==> config.mk <==
export PLATFORM = sky130hd
export DESIGN_NAME = chgsw_top
export DESIGN_NICKNAME = d
export VERILOG_FILES = /design/src/shared/chgsw_pkg.sv /design/src/rtl/chgsw_offtime.sv /design/src/rtl/chgsw_top.sv
export VERILOG_INCLUDE_DIRS = /design/src /design/src/shared
export SDC_FILE = /design/constraint.sdc
export NUM_CORES = 1
export LEC_CHECK = 0
export ABC_CLOCK_PERIOD_IN_PS = 38900
export BUFFER_PORTS_ARGS = -buffer_cell sky130_fd_sc_hd__buf_2
export CORE_MARGIN = 2
export CORE_UTILIZATION = 45
export DETAILED_ROUTE_END_ITERATION = 16
export SLEW_MARGIN = 20
export SYNTH_ARGS = -nofsm -noshare
export SYNTH_HDL_FRONTEND = slang
export SYNTH_SLANG_ARGS = --single-unit
==> constraint.sdc <==
create_clock -name mclk_in -period 38.9 [get_ports mclk_in]
set_input_delay 1.945 -clock mclk_in [delete_from_list [all_inputs] [get_ports mclk_in]]
set_output_delay 1.945 -clock mclk_in [all_outputs]
set_load 0.01 [all_outputs]
==> src/shared/chgsw_cfg.svh <==
// Offsets, field positions, reset values and timing counts of the charger switch control
//
// Operation
// The input current limit is the sum of bits 7..12 of the setting, weighted 256mA to 8192mA.
// Bits 0..6 and 13..15 of the input-limit setting never contribute to the limit.
// Thermistor above 0.91 of supply sets overrange and blocks wake-up and controlled charge.
// Thermistor above 0.75 sets cold; controlled charge stays allowed, wake-up until timeout.
// Between 0.23 and 0.75 no flag is set; controlled allowed, wake-up until timeout.
// Thermistor below 0.23 sets hot, which blocks both kinds of charging.
// Thermistor below 0.05 sets underrange, which allows both kinds of charging over hot.
// After an off-period a cycle starts only with cycle permit high and peak limit low.
// A peak-limit trip ends the high-side on-period at once.
// Zero current during the off-period turns the low side off; both stay off until restart.
// With battery at or above 0.88 of input the off-period is fixed and never below minimum; the code applies no minimum floor in dropout.
// Otherwise the off-period is 2.5us times (input minus battery) over input.
// In discontinuous conduction no cycle starts until the control point is above 100mV.
// Discontinuous conduction is entered whenever the control point falls below 100mV; the code tests this only when an off-period ends and no cycle can start.
// A cycle starts high side on, low side off, and on-time ends on the on-time compare.
// After the high side turns off a fixed dead time passes before the low side turns on.
// Comparators are synchronised, and a down-counter loaded at on-time end times the off-period.
`ifndef CHGSW_CFG_SVH
`define CHGSW_CFG_SVH

// ****************************************************************
// Command port
// ****************************************************************
`define CHGSW_CMD_INPUT_LIMIT   8'h3F
`define CHGSW_LIMIT_LSB         7
`define CHGSW_LIMIT_MSB         12
`define CHGSW_LIMIT_RESET       6'h00
`define CHGSW_LIMIT_UNIT_SHIFT  8

// ****************************************************************
// Thermistor thresholds, percent of supply, and full-scale code
// ****************************************************************
`define CHGSW_THM_OR_PCT        7'h5B
`define CHGSW_THM_COLD_PCT      7'h4B
`define CHGSW_THM_HOT_PCT       7'h17
`define CHGSW_THM_UR_PCT        7'h05
`define CHGSW_CODE_FULL         10'h3FF

// ****************************************************************
// Timing, in ns at the core clock, and derived cycle counts
// ****************************************************************
`define CHGSW_CLK_NS            16'h0064
`define CHGSW_TOFF_NOM_NS       16'h09C4
`define CHGSW_TOFF_MIN_NS       16'h012C
`define CHGSW_TOFF_FIX_NS       16'h010E
`define CHGSW_DEAD_NS           16'h0032
`define CHGSW_TOFF_NOM_CYC      (`CHGSW_TOFF_NOM_NS / `CHGSW_CLK_NS)
`define CHGSW_TOFF_MIN_CYC      ((`CHGSW_TOFF_MIN_NS + `CHGSW_CLK_NS - 16'h0001) / `CHGSW_CLK_NS)
`define CHGSW_TOFF_FIX_CYC      ((`CHGSW_TOFF_FIX_NS + `CHGSW_CLK_NS - 16'h0001) / `CHGSW_CLK_NS)
`define CHGSW_DEAD_CYC          ((`CHGSW_DEAD_NS + `CHGSW_CLK_NS - 16'h0001) / `CHGSW_CLK_NS)
`define CHGSW_DROPOUT_PCT       7'h58

`endif

==> src/shared/chgsw_pkg.sv <==
// Types shared by the charger switch control modules
package chgsw_pkg;

  // Switching states, Gray coded along idle-on-dead-off-dcm
  typedef enum logic [2:0] {
    CHGSW_IDLE = 3'h0,
    CHGSW_ON   = 3'h1,
    CHGSW_DEAD = 3'h3,
    CHGSW_OFF  = 3'h2,
    CHGSW_DCM  = 3'h6
  } chgsw_state_e;

  typedef logic [9:0] chgsw_code_t;
  typedef logic [4:0] chgsw_cnt_t;

endpackage

==> src/rtl/chgsw_offtime.sv <==
// Off-period sizing and down-counter for the switch control
`timescale 1ns/100ps
`include "chgsw_cfg.svh"
module chgsw_offtime
(
  input  wire logic                 mclk_in,
  input  wire logic                 rst_in,
  input  wire logic                 load_in,
  input  wire chgsw_pkg::chgsw_code_t supply_code_in,
  input  wire chgsw_pkg::chgsw_code_t battery_code_in,
  output logic                      done_out,
  output logic                      dropout_out
);
  import chgsw_pkg::*;

  // Nominal off cycles, floor of nominal * (vin - vbat) / vin by repeated addition
  function automatic chgsw_cnt_t chgsw_off_cycles(input chgsw_code_t vin, input chgsw_code_t vbat);
    logic [15:0] num;
    logic [15:0] acc;
    chgsw_cnt_t  n;
    num = 16'h0000;
    acc = 16'h0000;
    n   = 5'h00;
    if (vbat < vin)
      num = 16'(`CHGSW_TOFF_NOM_CYC) * 16'(vin - vbat);
    for (int k = 0; k < 25; k++)
    begin
      acc = acc + 16'(vin);
      if (acc <= num)
        n = n + 5'h01;
    end
    return n;
  endfunction

  chgsw_cnt_t cnt_reg;
  chgsw_cnt_t cnt_next;
  chgsw_cnt_t load_val;
  logic       drop_reg;
  logic       drop_next;

  // Dropout test and length selection
  always_comb
  begin
    drop_next = (20'(battery_code_in) * 20'h00064) >=
                (20'(supply_code_in) * 20'(`CHGSW_DROPOUT_PCT));
    // fixed short off-time
    if (drop_next)
      load_val = 5'(`CHGSW_TOFF_FIX_CYC);
    else
      // scaled nominal off-time
      load_val = chgsw_off_cycles(supply_code_in, battery_code_in);
    // path: floor at minimum, applied only outside dropout
    if (load_val < 5'(`CHGSW_TOFF_MIN_CYC) && !drop_next)
      load_val = 5'(`CHGSW_TOFF_MIN_CYC);
    cnt_next = cnt_reg;
    // load at on-time end, then count down
    if (load_in)
      cnt_next = load_val;
    else if (cnt_reg != 5'h00)
      cnt_next = cnt_reg - 5'h01;
  end

  // Counter registers
  always_ff @(posedge mclk_in)
  begin
    if (rst_in)
    begin
      cnt_reg  <= 5'h00;
      drop_reg <= 1'b0;
    end
    else
    begin
      cnt_reg  <= cnt_next;
      drop_reg <= drop_next;
    end
  end

  assign done_out    = (cnt_reg == 5'h00);
  assign dropout_out = drop_reg;

endmodule // chgsw_offtime

==> src/rtl/chgsw_top.sv <==
// Cycle control, input-limit decode and thermistor status for the charger power stage
`timescale 1ns/100ps
`include "chgsw_cfg.svh"
module chgsw_top
#(
  parameter int unsigned TICK_CYC        = 10000,
  parameter int unsigned WAKE_TIMEOUT_MS = 1000
)
(
  input  wire logic                   mclk_in,
  input  wire logic                   rst_in,
  input  wire logic                   cycle_permit_comparator_in,
  input  wire logic                   peak_limit_comparator_in,
  input  wire logic                   zero_current_comparator_in,
  input  wire logic                   on_time_end_comparator_in,
  input  wire chgsw_pkg::chgsw_code_t supply_input_pin_code_in,
  input  wire chgsw_pkg::chgsw_code_t battery_sense_pin_code_in,
  input  wire chgsw_pkg::chgsw_code_t therm_code_in,
  input  wire logic                   switch_enable_in,
  input  wire logic                   wake_charge_req_in,
  input  wire logic                   cmd_write_in,
  input  wire logic [7:0]             cmd_code_in,
  input  wire logic [15:0]            cmd_data_in,
  output logic                        high_side_drive_out,
  output logic                        low_side_drive_out,
  output logic                        discontinuous_out,
  output logic                        dropout_out,
  output logic [5:0]                  input_limit_dac_bits_out,
  output logic [13:0]                 input_limit_ma_out,
  output logic                        therm_overrange_out,
  output logic                        therm_cold_out,
  output logic                        therm_hot_out,
  output logic                        therm_underrange_flag_out,
  output logic                        wake_charge_ok_out,
  output logic                        ctrl_charge_ok_out
);
  import chgsw_pkg::*;

  // Thermistor code above a percentage of the full-scale supply code
  function automatic logic chgsw_above(input chgsw_code_t code, input logic [6:0] pct);
    return (20'(code) * 20'h00064) > (20'(pct) * 20'(`CHGSW_CODE_FULL));
  endfunction

  // Limit in mA from the six weighted bits
  function automatic logic [13:0] chgsw_limit_ma(input logic [5:0] dac);
    return {dac, 8'h00};
  endfunction

  // ****************************************************************
  // Input synchronisers
  // ****************************************************************

  logic [3:0]  cmp_meta_reg;
  logic [3:0]  cmp_sync_reg;
  logic [3:0]  cmp_meta_next;
  logic [3:0]  cmp_sync_next;
  logic [29:0] code_meta_reg;
  logic [29:0] code_sync_reg;
  logic [29:0] code_meta_next;
  logic [29:0] code_sync_next;
  logic        permit;
  logic        peak;
  logic        zero_cur;
  logic        on_end;
  chgsw_code_t vin_code;
  chgsw_code_t vbat_code;
  chgsw_code_t thm_code;

  // two flops on every comparator and code
  always_comb
  begin
    cmp_meta_next  = {cycle_permit_comparator_in, peak_limit_comparator_in,
                      zero_current_comparator_in, on_time_end_comparator_in};
    cmp_sync_next  = cmp_meta_reg;
    code_meta_next = {supply_input_pin_code_in, battery_sense_pin_code_in, therm_code_in};
    code_sync_next = code_meta_reg;
  end

  // Codes are slow analog samples; a torn word only lasts one cycle
  always_ff @(posedge mclk_in)
  begin
    if (rst_in)
    begin
      cmp_meta_reg  <= 4'h0;
      cmp_sync_reg  <= 4'h0;
      code_meta_reg <= 30'h00000000;
      code_sync_reg <= 30'h00000000;
    end
    else
    begin
      cmp_meta_reg  <= cmp_meta_next;
      cmp_sync_reg  <= cmp_sync_next;
      code_meta_reg <= code_meta_next;
      code_sync_reg <= code_sync_next;
    end
  end

  assign permit    = cmp_sync_reg[3];
  assign peak      = cmp_sync_reg[2];
  assign zero_cur  = cmp_sync_reg[1];
  assign on_end    = cmp_sync_reg[0];
  assign vin_code  = code_sync_reg[29:20];
  assign vbat_code = code_sync_reg[19:10];
  assign thm_code  = code_sync_reg[9:0];

  // ****************************************************************
  // Input current limit setting
  // ****************************************************************

  logic [5:0]  dac_reg;
  logic [5:0]  dac_next;
  logic [13:0] ma_reg;
  logic [13:0] ma_next;

  // Write on command code match
  always_comb
  begin
    dac_next = dac_reg;
    ma_next  = ma_reg;
    if (cmd_write_in && cmd_code_in == `CHGSW_CMD_INPUT_LIMIT)
    begin
      // drop unused positions
      dac_next = cmd_data_in[`CHGSW_LIMIT_MSB:`CHGSW_LIMIT_LSB];
      // sum of 256mA..8192mA weights
      ma_next  = chgsw_limit_ma(dac_next);
    end
  end

  // Setting registers
  always_ff @(posedge mclk_in)
  begin
    if (rst_in)
    begin
      dac_reg <= `CHGSW_LIMIT_RESET;
      ma_reg  <= 14'h0000;
    end
    else
    begin
      dac_reg <= dac_next;
      ma_reg  <= ma_next;
    end
  end

  assign input_limit_dac_bits_out = dac_reg;
  assign input_limit_ma_out       = ma_reg;

  // ****************************************************************
  // Thermistor status and charge permits
  // ****************************************************************

  logic        or_reg;
  logic        cold_reg;
  logic        hot_reg;
  logic        ur_reg;
  logic        wake_ok_reg;
  logic        ctrl_ok_reg;
  logic        or_next;
  logic        cold_next;
  logic        hot_next;
  logic        ur_next;
  logic        wake_ok_next;
  logic        ctrl_ok_next;
  logic [13:0] tick_reg;
  logic [13:0] tick_next;
  logic [15:0] wake_ms_reg;
  logic [15:0] wake_ms_next;
  logic        tick_en;
  logic        wake_expired;

  // Millisecond enable and wake-up timeout count
  always_comb
  begin
    tick_en      = (tick_reg == 14'(TICK_CYC - 1));
    tick_next    = tick_en ? 14'h0000 : tick_reg + 14'h0001;
    wake_expired = (wake_ms_reg >= 16'(WAKE_TIMEOUT_MS));
    wake_ms_next = wake_ms_reg;
    if (!wake_charge_req_in)
      wake_ms_next = 16'h0000;
    else if (tick_en && !wake_expired)
      wake_ms_next = wake_ms_reg + 16'h0001;
  end

  // Flag and permit decode; several flags may stand together
  always_comb
  begin
    // overrange above 0.91
    or_next   = chgsw_above(thm_code, `CHGSW_THM_OR_PCT);
    // cold above 0.75
    cold_next = chgsw_above(thm_code, `CHGSW_THM_COLD_PCT);
    // hot below 0.23
    hot_next  = !chgsw_above(thm_code, `CHGSW_THM_HOT_PCT) &&
                ((20'(thm_code) * 20'h00064) != (20'(`CHGSW_THM_HOT_PCT) * 20'h003FF));
    // underrange below 0.05
    ur_next   = !chgsw_above(thm_code, `CHGSW_THM_UR_PCT) &&
                ((20'(thm_code) * 20'h00064) != (20'(`CHGSW_THM_UR_PCT) * 20'h003FF));
    if (or_next)
    begin
      // block both
      wake_ok_next = 1'b0;
      ctrl_ok_next = 1'b0;
    end
    else if (ur_next)
    begin
      // allow both over hot
      wake_ok_next = 1'b1;
      ctrl_ok_next = 1'b1;
    end
    else if (hot_next)
    begin
      // block both
      wake_ok_next = 1'b0;
      ctrl_ok_next = 1'b0;
    end
    else
    begin
      // cold keeps charge, wake timed
      // normal range, wake timed
      wake_ok_next = !wake_expired;
      ctrl_ok_next = 1'b1;
    end
  end

  // Status registers
  always_ff @(posedge mclk_in)
  begin
    if (rst_in)
    begin
      or_reg      <= 1'b0;
      cold_reg    <= 1'b0;
      hot_reg     <= 1'b0;
      ur_reg      <= 1'b0;
      wake_ok_reg <= 1'b0;
      ctrl_ok_reg <= 1'b0;
      tick_reg    <= 14'h0000;
      wake_ms_reg <= 16'h0000;
    end
    else
    begin
      or_reg      <= or_next;
      cold_reg    <= cold_next;
      hot_reg     <= hot_next;
      ur_reg      <= ur_next;
      wake_ok_reg <= wake_ok_next;
      ctrl_ok_reg <= ctrl_ok_next;
      tick_reg    <= tick_next;
      wake_ms_reg <= wake_ms_next;
    end
  end

  assign therm_overrange_out       = or_reg;
  assign therm_cold_out            = cold_reg;
  assign therm_hot_out             = hot_reg;
  assign therm_underrange_flag_out = ur_reg;
  assign wake_charge_ok_out        = wake_ok_reg;
  assign ctrl_charge_ok_out        = ctrl_ok_reg;

  // ****************************************************************
  // Switching cycle control
  // ****************************************************************

  chgsw_state_e st_reg;
  chgsw_state_e st_next;
  logic [2:0]   dead_reg;
  logic [2:0]   dead_next;
  logic         hs_reg;
  logic         hs_next;
  logic         ls_reg;
  logic         ls_next;
  logic         dcm_reg;
  logic         dcm_next;
  logic         off_load;
  logic         off_done;
  logic         drop_flag;
  logic         run;
  logic         start_ok;

  // Off-period timer
  chgsw_offtime u_offtime
  (
    .mclk_in         (mclk_in),
    .rst_in          (rst_in),
    .load_in         (off_load),
    .supply_code_in  (vin_code),
    .battery_code_in (vbat_code),
    .done_out        (off_done),
    .dropout_out     (drop_flag)
  );

  // Next state; drives follow the next state so they come from flops
  always_comb
  begin
    run       = switch_enable_in && ctrl_ok_reg;
    // permit high and no overcurrent
    start_ok  = run && permit && !peak;
    st_next   = st_reg;
    dead_next = 3'h0;
    dcm_next  = dcm_reg;
    off_load  = 1'b0;
    unique case (st_reg)
      CHGSW_IDLE:
        if (start_ok)
          st_next = CHGSW_ON;
      CHGSW_ON:
        // peak trip ends on-time
        // on-time compare ends on-time
        if (peak || on_end)
        begin
          st_next  = CHGSW_DEAD;
          off_load = 1'b1;
        end
      CHGSW_DEAD:
        // dead time before low side
        if (dead_reg >= 3'(`CHGSW_DEAD_CYC - 16'h0001))
          st_next = CHGSW_OFF;
        else
          dead_next = dead_reg + 3'h1;
      CHGSW_OFF:
        // zero current, both off
        if (zero_cur)
        begin
          st_next  = CHGSW_DCM;
          dcm_next = 1'b1;
        end
        else if (off_done)
        begin
          if (start_ok)
          begin
            st_next  = CHGSW_ON;
            dcm_next = 1'b0;
          end
          // low control point enters discontinuous
          else if (!permit)
          begin
            st_next  = CHGSW_DCM;
            dcm_next = 1'b1;
          end
        end
      CHGSW_DCM:
        // wait for control point above 100mV
        if (start_ok && off_done)
        begin
          st_next  = CHGSW_ON;
          dcm_next = 1'b0;
        end
      default:
        st_next = CHGSW_IDLE;
    endcase
    // Disable drops to idle even mid-cycle; losing the off-time is safe
    if (!run)
    begin
      st_next  = CHGSW_IDLE;
      dcm_next = 1'b0;
    end
    // high on, low off in on-state
    hs_next = (st_next == CHGSW_ON);
    ls_next = (st_next == CHGSW_OFF);
  end

  // Cycle registers
  always_ff @(posedge mclk_in)
  begin
    if (rst_in)
    begin
      st_reg   <= CHGSW_IDLE;
      dead_reg <= 3'h0;
      hs_reg   <= 1'b0;
      ls_reg   <= 1'b0;
      dcm_reg  <= 1'b0;
    end
    else
    begin
      st_reg   <= st_next;
      dead_reg <= dead_next;
      hs_reg   <= hs_next;
      ls_reg   <= ls_next;
      dcm_reg  <= dcm_next;
    end
  end

  assign high_side_drive_out = hs_reg;
  assign low_side_drive_out  = ls_reg;
  assign discontinuous_out   = dcm_reg;
  assign dropout_out         = drop_flag;

endmodule // chgsw_top

==> results.ini <==
[outcome]
status=completed

[timing]
hold_viol=0
hold_slack_ps=432
worst_pin_slew_ps=1140
post-route-min-period_ps=22950
clock.fmax_mhz=43.6
finalSetupTns_ps=0
setup-violations-final=0
drv_slew=0
max_slew_margin=0.228
finalCritPeriodShare=0.590
rsz0062_at_grt=no
skew_ps=8.77

[clocking]
clkTransAtPathRegs_ps=50
clockBufferDepth=2
cts_setup_buffers=0
clock_sinks=122
postCtsHoldBufs=0
numCtsBuffers=17
cts_root_buf=clkbuf_16
htreeDepth=4
cts_resized=0
cts_tree=yes
insertion_delay_ps=410

[cells_and_area]
nFillCells=6444
mostFrequentLayoutCells=ha_1, a21oi_1, inv_1, xnor2_1, nor2_1
n_antenna_cell=0
syn2layout_area_growth_pct=7.32
nets=4509
drive_gt1_frac=0.0725
layout_commonest_cell=ha_1
regArea_sq_um=2450
multi_input_area_sq_um=26000
stdcell_count=4560

[floorplanning]
die_w_microns=261
core_sq_um=65500
start_util=0.452
fp.dieH_microns=261
io_pins=93
fp.dieArea_sq_um=67900
num_rows=94

[worst_hold_path]
min_path_type=flip-flop to flip-flop
hold_start=code_meta_reg[16]

[detailed_routing]
drtPass1Iterations=5
num_vias=25500
routedWlPerCell_microns=17.5
antenna_left=0
drtIter0Drc=1323
routed_via_density=5.59
routed_wirelength_mm=79.6
drc=0

[worst_setup_path]
critical_path_peak_fanout=18
reg2reg_from=code_sync_reg[21]
critPathCaptureType=flip-flop
worstSetupStartpoint=code_sync_reg[21]
cp.arrival_ps=23270
slowest_stage=xor2_2
cp.required_ps=39220
regToRegSetupSlack_ps=15950
cpMostUsedCell=ha_1
crit_path_max_incr_delay_ps=620
crit_type=flip-flop to flip-flop
worstSetupStartpointType=flip-flop

[grt]
grt_pass1_vias=24800
grt_pass1_wl_mm=130
grt_max_degree=94
track_usage=0.236
grt_overflow=0
antenna_found_initial=3

[yosys]
synth-edff-count=0
async_flop_share=0
yosys_warnings=0
synth_top_flop_cell=dfxtp_1
syn_inst=3591
synth_area_sq_um=29600
yosysSeqAreaShare=0.0824
synth.avg_cell_area_sq_um=8.25
ys_seq_elements=122
ys_types=111

[placed_design]
post-dp-hpwl_mm=64.1
dp.cells=4528
gp_congestion=0.938
io_buffer_count=74

[run]
cap_violations=0

path summary, 6_finish.rpt:
path	endpoint	cells past startpoint
max	u_offtime.cnt_reg[1]	98
min	code_sync_reg[16]	1
max reg2reg	u_offtime.cnt_reg[1]	98
min reg2reg	code_sync_reg[16]	1
critical path, delay by kind of cell (launching register included):
family	cells	cell delay (ps)
compound gates	29	6440
xor+xnor	13	3390
fa+ha+maj	21	6820
buf+inv	6	610
flops	1	300
mux	6	1200
simple gates	23	4010
synth_stat cells (51+ instances only):
cell type	n	area share
a21o_1	200	0.051
a21oi_1	289	0.049
dfxtp_1	122	0.082
ha_1	727	0.31
inv_1	260	0.033
nand2_1	186	0.024
nand2b_1	59	0.012
nand3_1	73	0.012
nand4_1	71	0.015
nor2_1	227	0.029
nor2b_1	138	0.029
nor3_1	51	0.0086
o21a_1	51	0.013
o21ai_0	169	0.029
xnor2_1	228	0.067
xor2_1	137	0.040
kinds of logic after synthesis:
family | share of synthesized area
and+or+nand+nor | 0.169
AOI/OAI and AO/OA | 0.210
adders and majority gates | 0.332
xor gates and xnor gates | 0.151
buffers and inverters | 0.0422
DFF | 0.0824
muxes | 0.0134
other | 0.000127
cell type report:
class / instances / area share
multi-input cells: 3168 / 0.818
flip-flops and latches: 122 / 0.0770
well taps: 864 / 0.0340
inverters: 270 / 0.0320
repair buffers: 104 / 0.0187
clock buffers: 18 / 0.0138
clock inverters: 14 / 0.00680
per-layer routing:
metal,vias up,wire [microns],GRT usage,share of wire
li1,13200,-,-,-
met3,79,2820,0.0213,0.035
met2,414,36500,0.405,0.46
met1,11800,38900,0.323,0.49
met5,-,0,0,0
met4,0,1450,0.0478,0.018
stage by stage:
step                setup WS (ps)  area (sq um)   util
floorplan                   19290         29700      -
global placement            16210         31100  0.475
detailed placement          15990         31100  0.475
CTS                         15920         31800  0.485
global route                13940         31800  0.486
finish                      15950         31800  0.486
Power is left out: the tool's default activity adds up to more than one toggle a clock period on the data nets, which glitch-free logic cannot reach.
